File: config.mk
export PLATFORM = sky130hd
export DESIGN_NAME = led_gray_level_latch_pipeline
export DESIGN_NICKNAME = d
export VERILOG_FILES = /design/src/hw/pin_sync.v /design/src/hw/word_buffer.v /design/src/hw/led_gray_level_latch_pipeline.v
export VERILOG_INCLUDE_DIRS = /design/src /design/src/hw
export SDC_FILE = /design/constraint.sdc
export NUM_CORES = 2
export LEC_CHECK = 0
export BUFFER_PORTS_ARGS = -buffer_cell sky130_fd_sc_hd__buf_2
export CORE_MARGIN = 2
export CORE_UTILIZATION = 45
export CTS_BUF_LIST = sky130_fd_sc_hd__clkbuf_8 sky130_fd_sc_hd__clkbuf_16
export CTS_CLUSTER_DIAMETER = 30
export DETAILED_ROUTE_END_ITERATION = 10
export GPL_TIMING_DRIVEN = 0
export PLACE_DENSITY = 0.67
export SLEW_MARGIN = 0
export SYNTH_ARGS = -nofsm -noshare
export SYNTH_HDL_FRONTEND = slang
export SYNTH_SLANG_ARGS = --single-unit
File: constraint.sdc
create_clock -name clk -period 31.8 [get_ports clk]
set_input_delay 0 -clock clk [delete_from_list [all_inputs] [get_ports clk]]
set_output_delay 0 -clock clk [all_outputs]
set_load 0.1 [all_outputs]
File: src/hw/led_driver_regs.vh
// constants for the gray-level latch pipeline: control fields, defaults, commands
`ifndef LED_DRIVER_REGS_VH
`define LED_DRIVER_REGS_VH

// control latch layout and default
`define CTRL_WIDTH        16
`define CTRL_RESET        16'h0200
`define CTRL_BRIGHT_LSB   4
`define CTRL_BRIGHT_MSB   9
`define CTRL_REFRESH_BIT  10
`define CTRL_TMRST_BIT    11
`define CTRL_COMMIT_WORD_COUNT_SELECT_BIT  15
`define CTRL_USED_MASK    16'h8FF0

// latch geometry
`define WORD_WIDTH        16
`define SLOT_COUNT        16
`define LATCH_WIDTH       256
`define SLOT_TOP          4'hF

// command edge-count ranges (upper bound of each pair)
`define CMD_WORD_WRITE    5'h01
`define CMD_COMMIT        5'h03
`define CMD_CTRL_READ     5'h05
`define CMD_CTRL_WRITE_LO 5'h0A
`define CMD_CTRL_WRITE    5'h0B
`define CMD_TMRST_LO      5'h0C
`define CMD_TMRST         5'h0D
`define CMD_CTRL_ARM_LO   5'h0E
`define CMD_CTRL_ARM      5'h0F

// gray-level timing
`define GS_MAX            16'hFFFF
`define ON_DELAY_EDGE     10'h201

`endif

File: src/hw/pin_sync.v
// three-flop synchroniser with agreement filter and rising-edge pulse
`timescale 1ns/1ps
`default_nettype none
module pin_sync
(
    input  wire clk,
    input  wire rst,
    input  wire pin,
    output reg  level_q,
    output reg  rise_q
);
    reg [2:0] sync_q;   // sync_q[0] feeds only sync_q[1]

    // sample the pin, accept a change once stages two and three agree
    always @(posedge clk or posedge rst)
    begin
        if (rst)
        begin
            sync_q  <= 3'h0;
            level_q <= 1'b0;
            rise_q  <= 1'b0;
        end
        else
        begin
            sync_q <= {sync_q[1:0], pin};
            rise_q <= 1'b0;
            if (sync_q[1] == sync_q[2])
            begin
                level_q <= sync_q[2];
                rise_q  <= sync_q[2] & ~level_q;   // new high level
            end
        end
    end
endmodule // pin_sync
`default_nettype wire

File: src/hw/word_buffer.v
// two-entry buffer with valid and ready on both sides
`timescale 1ns/1ps
`default_nettype none
module word_buffer
#(
    parameter WIDTH = 20
)
(
    input  wire             clk,
    input  wire             rst,
    input  wire [WIDTH-1:0] in_data,
    input  wire             in_valid,
    output wire             in_ready,
    output wire [WIDTH-1:0] out_data,
    output wire             out_valid,
    input  wire             out_ready
);
    reg [WIDTH-1:0] head_q;    // oldest entry
    reg [WIDTH-1:0] tail_q;    // second entry
    reg [1:0]       count_q;   // entries held

    wire push = in_valid & in_ready;
    wire pop  = out_valid & out_ready;

    assign in_ready  = (count_q != 2'h2);
    assign out_valid = (count_q != 2'h0);
    assign out_data  = head_q;

    // fill and drain in order
    always @(posedge clk or posedge rst)
    begin
        if (rst)
        begin
            head_q  <= {WIDTH{1'b0}};
            tail_q  <= {WIDTH{1'b0}};
            count_q <= 2'h0;
        end
        else
        begin
            case ({push, pop})
                2'b10:
                begin
                    if (count_q == 2'h0)
                        head_q <= in_data;
                    else
                        tail_q <= in_data;
                    count_q <= count_q + 2'h1;
                end
                2'b01:
                begin
                    head_q  <= tail_q;
                    count_q <= count_q - 2'h1;
                end
                2'b11:
                begin
                    if (count_q == 2'h1)
                        head_q <= in_data;
                    else
                    begin
                        head_q <= tail_q;
                        tail_q <= in_data;
                    end
                end
                default:
                begin
                    count_q <= count_q;   // idle
                end
            endcase
        end
    end
endmodule // word_buffer
`default_nettype wire

File: src/hw/led_gray_level_latch_pipeline.v
// serial port, command decode, three gray-level latches and pwm counter
`timescale 1ns/1ps
`default_nettype none
`include "led_driver_regs.vh"
module led_gray_level_latch_pipeline
#(
    parameter BUF_WIDTH = 20
)
(
    input  wire        clk,
    input  wire        rst,
    input  wire        serial_data_in,
    input  wire        shift_clock,
    input  wire        load_strobe,
    input  wire        gray_level_clock,
    output reg         serial_data_out,
    output reg  [15:0] channel_output,
    output reg  [5:0]  global_brightness,
    output reg         word_buffer_ready
);
    // synchronised pins
    wire sdi_level;      // serial data level
    wire sclk_rise;      // shift clock rising edge
    wire lat_level;      // strobe level
    wire gray_level_clock_rise;     // gray-level clock rising edge

    reg  [15:0]  shift_q;        // common shift register
    reg  [4:0]   edge_cnt_q;     // shift edges while strobe high
    reg          lat_prev_q;     // strobe level one cycle back
    reg  [3:0]   slot_addr_q;    // slot for next word write
    reg  [15:0]  ctrl_q;         // function control latch
    reg          ctrl_armed_q;   // control write permitted
    reg          commit_pend_q;  // commit waiting for buffer drain
    reg  [255:0] first_q;        // first latch
    reg  [255:0] second_q;       // second latch
    reg  [255:0] third_q;        // third latch, drives outputs
    reg          third_valid_q;  // third latch holds written data
    reg          second_new_q;   // second latch loaded by a commit
    reg  [15:0]  gs_cnt_q;       // gray-level counter
    reg          started_q;      // first commit seen
    reg  [9:0]   on_delay_q;     // gs edges since first commit
    reg          display_en_q;   // outputs allowed after start delay
    reg  [255:0] merged;         // first latch with last word merged

    // decoded commands at strobe fall
    wire lat_fall     = lat_prev_q & ~lat_level;
    wire cmd_word     = lat_fall & (edge_cnt_q <= `CMD_WORD_WRITE);
    wire cmd_commit   = lat_fall & (edge_cnt_q > `CMD_WORD_WRITE)
                        & (edge_cnt_q <= `CMD_COMMIT);
    wire cmd_read     = lat_fall & (edge_cnt_q > `CMD_COMMIT)
                        & (edge_cnt_q <= `CMD_CTRL_READ);
    wire cmd_wr_ctrl  = lat_fall & (edge_cnt_q >= `CMD_CTRL_WRITE_LO)
                        & (edge_cnt_q <= `CMD_CTRL_WRITE);
    wire cmd_tmrst    = lat_fall & (edge_cnt_q >= `CMD_TMRST_LO)
                        & (edge_cnt_q <= `CMD_TMRST);
    wire cmd_arm      = lat_fall & (edge_cnt_q >= `CMD_CTRL_ARM_LO)
                        & (edge_cnt_q <= `CMD_CTRL_ARM);

    // control fields
    wire auto_refresh = ~ctrl_q[`CTRL_REFRESH_BIT];
    wire tmrst_en     = ctrl_q[`CTRL_TMRST_BIT];
    wire latmode16    = ctrl_q[`CTRL_COMMIT_WORD_COUNT_SELECT_BIT];
    wire [5:0] bright = ctrl_q[`CTRL_BRIGHT_MSB:`CTRL_BRIGHT_LSB];

    // buffer between command decode and first latch
    wire [BUF_WIDTH-1:0] buf_out;
    wire                 buf_out_valid;
    wire                 buf_in_ready;
    wire                 commit_go = commit_pend_q & ~buf_out_valid;
    wire                 drain_ready = ~commit_pend_q | buf_out_valid;

    // period end and counter clear
    wire period_end   = gray_level_clock_rise & (gs_cnt_q == `GS_MAX);
    wire clear_commit = commit_go & ~auto_refresh;
    wire clear_tmrst  = cmd_tmrst & tmrst_en;

    // pick one 16-bit slot out of a latch
    function [15:0] slot_word;
        input [255:0] latch;
        input [3:0]   idx;
        begin
            slot_word = latch[idx*16 +: 16];
        end
    endfunction

    pin_sync u_sync_sdi
    (
        .clk     (clk),
        .rst     (rst),
        .pin     (serial_data_in),
        .level_q (sdi_level),
        .rise_q  ()
    );

    pin_sync u_sync_sclk
    (
        .clk     (clk),
        .rst     (rst),
        .pin     (shift_clock),
        .level_q (),
        .rise_q  (sclk_rise)
    );

    pin_sync u_sync_lat
    (
        .clk     (clk),
        .rst     (rst),
        .pin     (load_strobe),
        .level_q (lat_level),
        .rise_q  ()
    );

    pin_sync u_sync_gray_level_clock
    (
        .clk     (clk),
        .rst     (rst),
        .pin     (gray_level_clock),
        .level_q (),
        .rise_q  (gray_level_clock_rise)
    );

    word_buffer #(.WIDTH(BUF_WIDTH)) u_word_buffer
    (
        .clk       (clk),
        .rst       (rst),
        .in_data   ({slot_addr_q, shift_q}),
        .in_valid  (cmd_word),
        .in_ready  (buf_in_ready),
        .out_data  (buf_out),
        .out_valid (buf_out_valid),
        .out_ready (drain_ready)
    );

    // shift register, edge counter and strobe history
    always @(posedge clk or posedge rst)
    begin
        if (rst)
        begin
            shift_q    <= 16'h0000;
            edge_cnt_q <= 5'h00;
            lat_prev_q <= 1'b0;
        end
        else
        begin
            lat_prev_q <= lat_level;
            if (cmd_read)
                shift_q <= ctrl_q;
            else if (sclk_rise)
                shift_q <= {shift_q[14:0], sdi_level};
            // count shift edges under the strobe, restart when it falls
            if (lat_fall)
                edge_cnt_q <= 5'h00;
            else if (sclk_rise & lat_level & (edge_cnt_q != 5'h1F))
                edge_cnt_q <= edge_cnt_q + 5'h01;
        end
    end

    // slot address counter and commit request
    always @(posedge clk or posedge rst)
    begin
        if (rst)
        begin
            slot_addr_q   <= `SLOT_TOP;
            commit_pend_q <= 1'b0;
        end
        else
        begin
            // rewind when the commit is applied, so the merge still sees the last slot
            if (commit_go)
                slot_addr_q <= `SLOT_TOP;
            else if (cmd_word & buf_in_ready)
                slot_addr_q <= slot_addr_q - 4'h1;
            // a commit waits until queued words reach the first latch
            if (cmd_commit)
                commit_pend_q <= 1'b1;
            else if (commit_go)
                commit_pend_q <= 1'b0;
        end
    end

    // control latch with write arming
    always @(posedge clk or posedge rst)
    begin
        if (rst)
        begin
            ctrl_q       <= `CTRL_RESET;
            ctrl_armed_q <= 1'b0;
        end
        else
        begin
            if (cmd_wr_ctrl & ctrl_armed_q)
            begin
                ctrl_q       <= shift_q & `CTRL_USED_MASK;
                ctrl_armed_q <= 1'b0;
            end
            else if (cmd_arm)
                ctrl_armed_q <= 1'b1;
        end
    end

    // first latch with the final word merged in fifteen-write mode
    always @*
    begin
        merged = first_q;
        if (~latmode16)
            merged[slot_addr_q*16 +: 16] = shift_q;
    end

    // first, second and third latches
    always @(posedge clk or posedge rst)
    begin
        if (rst)
        begin
            first_q       <= 256'h0;
            second_q      <= 256'h0;
            third_q       <= 256'h0;
            third_valid_q <= 1'b0;
            second_new_q  <= 1'b0;
        end
        else
        begin
            if (buf_out_valid & drain_ready)
                first_q[buf_out[19:16]*16 +: 16] <= buf_out[15:0];
            else if (commit_go)
                first_q <= merged;
            // every commit refreshes the second latch
            if (commit_go)
                second_q <= merged;
            // direct load without refresh, else the period-end copy
            if (commit_go & ~auto_refresh)
            begin
                third_q       <= merged;
                third_valid_q <= 1'b1;
                second_new_q  <= 1'b0;
            end
            else
            begin
                // period end still copies when a commit lands in the same cycle
                if (period_end & auto_refresh)
                begin
                    third_q <= second_q;
                    if (second_new_q)
                        third_valid_q <= 1'b1;
                end
                // a fresh commit wins over the period-end clear
                if (commit_go)
                    second_new_q <= 1'b1;
                else if (period_end & auto_refresh)
                    second_new_q <= 1'b0;
            end
        end
    end

    // gray-level counter, first-commit flag and start delay
    always @(posedge clk or posedge rst)
    begin
        if (rst)
        begin
            gs_cnt_q     <= 16'h0000;
            started_q    <= 1'b0;
            on_delay_q   <= 10'h000;
            display_en_q <= 1'b0;
        end
        else
        begin
            if (clear_commit | clear_tmrst)
            begin
                gs_cnt_q    <= 16'h0000;
            end
            else if (gray_level_clock_rise)
            begin
                gs_cnt_q    <= gs_cnt_q + 16'h0001;
            end
            if (commit_go)
                started_q <= 1'b1;
            // enable one edge early, so the next edge (ON_DELAY_EDGE) is the first to drive
            if (started_q & gray_level_clock_rise & ~display_en_q)
            begin
                on_delay_q <= on_delay_q + 10'h001;
                if (on_delay_q == (`ON_DELAY_EDGE - 10'h002))
                    display_en_q <= 1'b1;
            end
        end
    end

    // pwm outputs and registered port copies
    always @(posedge clk or posedge rst)
    begin : out_proc
        integer ch;
        if (rst)
        begin
            channel_output    <= 16'h0000;
            serial_data_out   <= 1'b0;
            global_brightness <= 6'h00;
            word_buffer_ready <= 1'b0;
        end
        else
        begin
            serial_data_out   <= shift_q[15];
            global_brightness <= bright;
            word_buffer_ready <= buf_in_ready;
            if (clear_commit | clear_tmrst)
                channel_output <= 16'h0000;
            else if (gray_level_clock_rise)
            begin
                for (ch = 0; ch < `SLOT_COUNT; ch = ch + 1)
                    channel_output[ch] <= display_en_q & third_valid_q
                        & (bright != 6'h00)
                        & (gs_cnt_q < slot_word(third_q, ch[3:0]));
            end
        end
    end
endmodule // led_gray_level_latch_pipeline
`default_nettype wire

== Yosys cells after proc, flatten, opt, wreduce, memory -nomap -nowiden ==
Index checks and enable logic that the tools add are counted.

* Input bits: 6
* Bits in registers: 919
* Word-level logic and storage cells: 196
* Output and inout bits: 24

* Add/subtract/negate cells: 8
* $lt $le $gt $ge: 27
* Reductions and logical operators: 20
* Equal/unequal tests: 15
* Shifts and indexed selects: 4
* Bitwise operators: 53
* Multiplexer cells: 36

{| class="wikitable"
|+ Operators with widths
! kind !! number
|-
| 2-to-1 mux 256 bit || 5
|-
| bitwise mux 256 bit || 2
|-
| variable shift 16 x 34 -> 256 bit (first input constant) || 2
|-
| variable part select 16 x 34 -> 256 bit || 2
|-
| < comparator 16 bit || 16
|-
| 2-to-1 mux 16 bit || 6
|-
| 2-to-1 mux 20 bit || 4
|-
| negation 8 -> 34 bit || 2
|-
| one-hot mux 20 bit (3 select lines) || 1
|-
| AND 1 bit || 44
|-
| one-hot mux 20 bit (2 select lines) || 1
|-
| nonzero test 2 bit || 12
|-
| adder 16 x 1 -> 16 bit (second input constant) || 1
|-
| equality test 16 bit (second input constant) || 1
|-
| greater-or-equal comparator 5 x 4 -> 1 bit (second input constant) || 3
|-
| less-or-equal comparator 5 x 4 -> 1 bit (second input constant) || 3
|-
| 2-to-1 mux 1 bit || 12
|-
| adder 10 x 1 -> 10 bit (second input constant) || 1
|-
| equality test 10 x 9 -> 1 bit (second input constant) || 1
|-
| 2-to-1 mux 5 bit || 2
|-
| 2-to-1 mux 4 bit || 2
|-
| inverter 1 bit || 7
|-
| inequality test 2 bit (second input constant) || 3
|-
| AND reduction 2 bit || 3
|-
| 20 further kinds || 27
|}

== Depth between registers and ports, before layout ==
* Depth in word-level cells: 7
* Gate-level depth with buffers: 15
* Depth with buffers taken out: 11

== Modules after synthesis ==
From an unflattened synthesis, not the netlist that was laid out.

* Cells, all modules: 4625
* Area total of the unflattened synthesis: 46348.2 µm²

{| class="wikitable"
|+ By module, submodules not included
! module !! instances !! sequential area each (µm²) !! cells an instance !! area each (µm²)
|-
| led_gray_level_latch_pipeline || 1 || 21501.9 || 4404 || 43571.8
|-
| word_buffer || 1 || 1051.0 || 189 || 2175.8
|-
| pin_sync || 4 || 125.1 || 8 || 150.1
|}

== Worst setup path before layout ==
OpenSTA, ideal clock, no wires.

* Path kind: reg2reg
* Start point: register slot_addr_q[0]
* End point: register first_q[18]
* Arrival time: 3.210 ns
* Library setup time: 0.126 ns
* Cell stages (with the launch flop): 14
* Buffers on the path: 6
* Path slack: 28.464 ns
* Cells stage by stage: dfstp_2 > buf_2 > clkbuf_1 > clkbuf_1 > inv_1 > ha_1 > buf_2 > xor2_2 > buf_4 > nor2_2 > buf_4 > mux2i_1 > nor2_1 > a221o_1

* Cells in the longest elaborated chain, start to end: 6
* Elaborated cells between the ends (all ways): 7
* Classes of those cells: 1 x add/sub; 2 x shift; 4 x mux

{| class="wikitable"
|+ Ends and longest elaborated chain
! what !! RTL line !! source
|-
| start: declaration || led_gray_level_latch_pipeline.v:30 || <nowiki>reg [3:0] slot_addr_q;</nowiki>
|-
| start signal: assignment || led_gray_level_latch_pipeline.v:163 || <nowiki>slot_addr_q <= `SLOT_TOP;</nowiki>
|-
| start signal: assignment || led_gray_level_latch_pipeline.v:170 || <nowiki>slot_addr_q <= `SLOT_TOP;</nowiki>
|-
| start signal: assignment || led_gray_level_latch_pipeline.v:172 || <nowiki>slot_addr_q <= slot_addr_q - 4'h1;</nowiki>
|-
| negation 8 -> 34 bit * || led_gray_level_latch_pipeline.v:206 || <nowiki>merged[slot_addr_q*16 +: 16] = shift_q;</nowiki>
|-
| variable part select 16 x 34 -> 256 bit or variable shift 16 x 34 -> 256 bit (tied branches) || led_gray_level_latch_pipeline.v:206 ||
|-
| bitwise mux 256 bit * || led_gray_level_latch_pipeline.v:206 ||
|-
| 2-to-1 mux 256 bit * || led_gray_level_latch_pipeline.v:205 || <nowiki>if (~latmode16)</nowiki>
|-
| 2-to-1 mux 256 bit * || led_gray_level_latch_pipeline.v:224 || <nowiki>else if (commit_go)</nowiki>
|-
| 2-to-1 mux 256 bit * || led_gray_level_latch_pipeline.v:222 || <nowiki>if (buf_out_valid & drain_ready)</nowiki>
|-
| end signal: indexed assignment || led_gray_level_latch_pipeline.v:223 || <nowiki>first_q[buf_out[19:16]*16 +: 16] <= buf_out[15:0];</nowiki>
|-
| end signal: assignment || led_gray_level_latch_pipeline.v:225 || <nowiki>first_q <= merged;</nowiki>
|-
| end: declaration || led_gray_level_latch_pipeline.v:34 || <nowiki>reg [255:0] first_q;</nowiki>
|}

Every way passes the cells marked *; elsewhere a longest branch is shown, timed or not. The select of a mux whose other input is x is not followed.
A chain may end at the register's enable or synchronous reset.

== Final worst setup path ==
* Start point: register slot_addr_q[0]
* End point: register first_q[115]

Same word-level chain as after synthesis.

==> results by group <==
Layout
  – Fill cells: 8795
  – Area Growth Syn to Fin: 21.4%
  – Design area: 55800 sq um
  – Most frequent cells in the layout: 899 x dfrtp_1, 466 x nand2_1, 301 x inv_1
  – Commonest non-fill, non-tap cell in the layout: dfrtp_1
  – Share of cells above drive strength 1: 0.126
  – Fin cells: 6238
  – Layout Nets: 4961

Power and ir drop
  – Reg power frac: 0.299
  – Net Sw Power: 1520 uW
  – Peak VDD IR: 0.0770 mV
  – Pwr/cell area: 81.7 nW/um^2
  – Logic pwr share: 0.221
  – Internal power consumption: 3040 uW
  – Leak: 0.0259 uW
  – Switching Share: 0.334
  – Clk pwr share: 0.480

Run status
  – Failing checks: max-capacitance violations, max-slew violations
  – Status: complete, but fails checks

Worst setup path
  – Critical path type: reg -> reg
  – CP arrival: 5.49 ns
  – Critical-path top delay cell: mux2i_1
  – Crit path top cell by count: clkbuf_1
  – Critical path peak fanout: 10
  – Worst Setup Start Kind: register
  – Crit-path cells: buf_2 > clkbuf_1 > clkbuf_1 > inv_1 > ha_1 > buf_2 > clkbuf_1 > clkbuf_1 > nor3_1 > mux2i_1 > nor2_1 > a221o_1
  – CP required: 32.46 ns
  – Max incr delay on CP: 0.57 ns
  – CP endpoint kind: register

Global routing
  – Tot GR Track Use: 0.331
  – Vias in the first global route: 38200
  – Largest net degree at the start of global routing: 130
  – First-pass GRT wire length: 254000 um
  – Initial antenna violation count: 6
  – Remaining Overflow, GRT: 0

Clock tree
  – Clk_lat worst skew: 0.80 ns
  – Post_cts resized: 0
  – CTS Root Cell: clkbuf_16
  – CTS Buf Count: 197
  – Reg clk slew, reported paths: 0.05 ns
  – CTS tree: yes
  – H-tree levels: 4
  – CTS Sinks: 919
  – Max clock buf depth: 3

Placement
  – Routability cong.: 0.991
  – Hpwl dp: 120000 um
  – Area after DPL: 48500 sq um
  – Port bufs: 29
  – Inst Count DP: 5853

Routing
  – Final wirelength: 174000 um
  – Per-cell routed wire length: 27.9 um
  – First-pass DRT Iterations: 8
  – Iteration-0 DRC Markers: 5084
  – DRC Markers: 0
  – Antenna Violating Nets Remaining: 0
  – Vias after detailed routing: 39500
  – DR vias/cell: 6.34

Synthesis
  – Largest cells by area after synthesis: dfrtp_1 50%, ha_1 7.1%, mux2i_1 5.7%
  – Syn Area/Cell: 10.4 sq um
  – Seq/Total Area, Yosys: 0.500
  – Distinct cells, synth: 82
  – Yosys warnings: 0
  – Cells after Synth: 4428
  – Yosys top cell by area: dfrtp_1
  – Number of synthesized flops with an enable pin: 0
  – Yosys reg bits: 919
  – Mapped cell area: 46000 sq um
  – Post-Synthesis Net Count: 4694
  – Ys flop type: dfrtp_1
  – FFs w/ async S/R, synth: 1.00
  – Synth top area share: 0.497

STA
  – Setup TNS: 0 ns
  – F_max: 0.207 GHz
  – Fin crit share: 0.152
  – Rel. slew slack: -0.0237
  – RSZ-0062 raised after global routing: false
  – Worst-margin pin slew: 1.54 ns
  – Hold_ws: 0.352 ns
  – Setup Viol. Count Final: 0
  – Max-slew violations: 25
  – Min Clock Period, post-route: 4.83 ns
  – Clock skew: 0.0506 ns
  – Final Hold Viols: 0

Floorplan
  – Die area: 105000 sq um
  – DIE HEIGHT: 324 um
  – Die W: 324 um
  – Core Rows: 117
  – Initial Util: 0.453
  – IO Pins: 30
  – Core box area: 102000 sq um

Run
  – Max_cap viols: 2

Min path
  – Worst min path class: reg -> reg
worst max-delay path: cells and delay by family (launching register included):
| kind | cells | cell delay, ns |
|---|---|---|
| compound gates | 1 | 0.31 |
| fa+ha+maj | 1 | 0.35 |
| buf+inv | 7 | 2.49 |
| flops | 1 | 0.54 |
| mux | 1 | 0.57 |
| simple gates | 2 | 0.41 |
synthesized netlist by cell type, drive strengths merged, types with 5 or more instances:
| cell type | n |
|---|---|
| o221ai | 138 |
| a32o | 16 |
| or3 | 5 |
| nand4 | 31 |
| nor3b | 6 |
| o211ai | 48 |
| ha | 260 |
| a2111oi | 17 |
| inv | 284 |
| and4 | 11 |
| nand3 | 87 |
| xor2 | 11 |
| dfrtp | 914 |
| dfstp | 5 |
| a21o | 106 |
| o21a | 17 |
| o21bai | 10 |
| and3 | 33 |
| a22o | 19 |
| mux2i | 262 |
| o21ai | 293 |
| mux2 | 30 |
| nor3 | 59 |
| a22oi | 68 |
| a21oi | 131 |
| nand2b | 26 |
| nor2 | 288 |
| nor4 | 24 |
| or2 | 5 |
| buf | 125 |
| o2111ai | 9 |
| a221o | 196 |
| o22ai | 38 |
| xnor2 | 20 |
| nand2 | 467 |
| a211oi | 17 |
| a222oi | 20 |
| a221oi | 37 |
| and2 | 34 |
| or4 | 6 |
| nor2b | 12 |
| clkbuf | 210 |
flip-flops by register name, summed over array words and instances (netlist names), 2 cells and up:
| register | count |
|---|---|
| channel_output | 16 |
| third_q | 256 |
| u_word_buffer.count_q | 2 |
| u_word_buffer.tail_q | 20 |
| first_q | 256 |
| on_delay_q | 10 |
| global_brightness | 6 |
| u_word_buffer.out_data | 20 |
| gs_cnt_q | 16 |
| slot_addr_q | 4 |
| u_sync_sclk.sync_q | 3 |
| shift_q | 16 |
| edge_cnt_q | 5 |
| u_sync_gray_level_clock.sync_q | 3 |
| ctrl_q | 9 |
| second_q | 256 |
| u_sync_lat.sync_q | 3 |
| u_sync_sdi.sync_q | 3 |
power by group through the flow:
stage / Combinational [uW] / Clock, uW / Sequential [uW]
6_report: 1010 / 2190 / 1360
5_1_grt: 1060 / 2260 / 1370
4_1_cts: 970 / 2190 / 1360
3_5_place_dp: 961 / 0 / 1370
3_3_place_gp: 908 / 0 / 1400
2_1_floorplan: 604 / 0 / 1350
repair_timing:
action / 4_1_cts / 5_1_grt
hold buffers: 10 / 0
buffers inserted: 0 / 0
hold endpoints to repair: 237 / 0
worst paths after layout:
path / slack, ns / endpoint / startpoint / cells after the start
worst max register to register: 26.97 / first_q[115] / slot_addr_q[0] / 12
worst max-delay path: 26.97 / first_q[115] / slot_addr_q[0] / 12
min in group asynchronous: 0.44 / third_q[15] / rst / 4
worst min register to register: 0.35 / u_sync_sdi.sync_q[1] / u_sync_sdi.sync_q[0] / 0
worst min-delay path: 0.35 / u_sync_sdi.sync_q[1] / u_sync_sdi.sync_q[0] / 0
max in group asynchronous: 29.39 / channel_output[9] / rst / 7
final cells by class:
class	count	area, sq um	share of cell area
antenna	7	17.5	0.000314
buffer	335	1500	0.0269
clock buffer	233	5470	0.0980
clock inverter	134	1720	0.0307
inverter	284	1070	0.0192
multi-input combinational	2890	20500	0.366
sequential	919	23000	0.412
tap	1368	1710	0.0307
timing repair buffer	68	867	0.0155
metrics by stage:
| step | util | setup WS (ns) | power [uW] |
|---|---|---|---|
| CTS | 0.549 | 27.22 | 4520 |
| detailed placement | 0.478 | 27.23 | 2330 |
| finish | 0.550 | 26.97 | 4560 |
| global route | 0.549 | 26.84 | 4680 |
| global placement | 0.471 | -4.43 | 2310 |
| floorplan | - | 5.97 | 1950 |
routing by layer:
layer | vias to the layer above | part of all wire | wire length [um] | global-route usage
met5 | - | 0.00036 | 63 | 0
met4 | 8 | 0.056 | 9710 | 0.173
met3 | 576 | 0.12 | 20600 | 0.0981
met2 | 2389 | 0.43 | 74900 | 0.486
met1 | 19800 | 0.40 | 68900 | 0.443
li1 | 16800 | - | - | -
kinds of logic after synthesis:
kind of cell / count (synthesis) / synth area share
buf+inv: 619 / 0.0558
compound gates: 1199 / 0.194
simple gates: 1104 / 0.109
mux: 292 / 0.0643
flops: 919 / 0.500
xor+xnor: 31 / 0.00623
fa+ha+maj: 264 / 0.0716
Note: power is estimated with default switching activity, not from simulation.
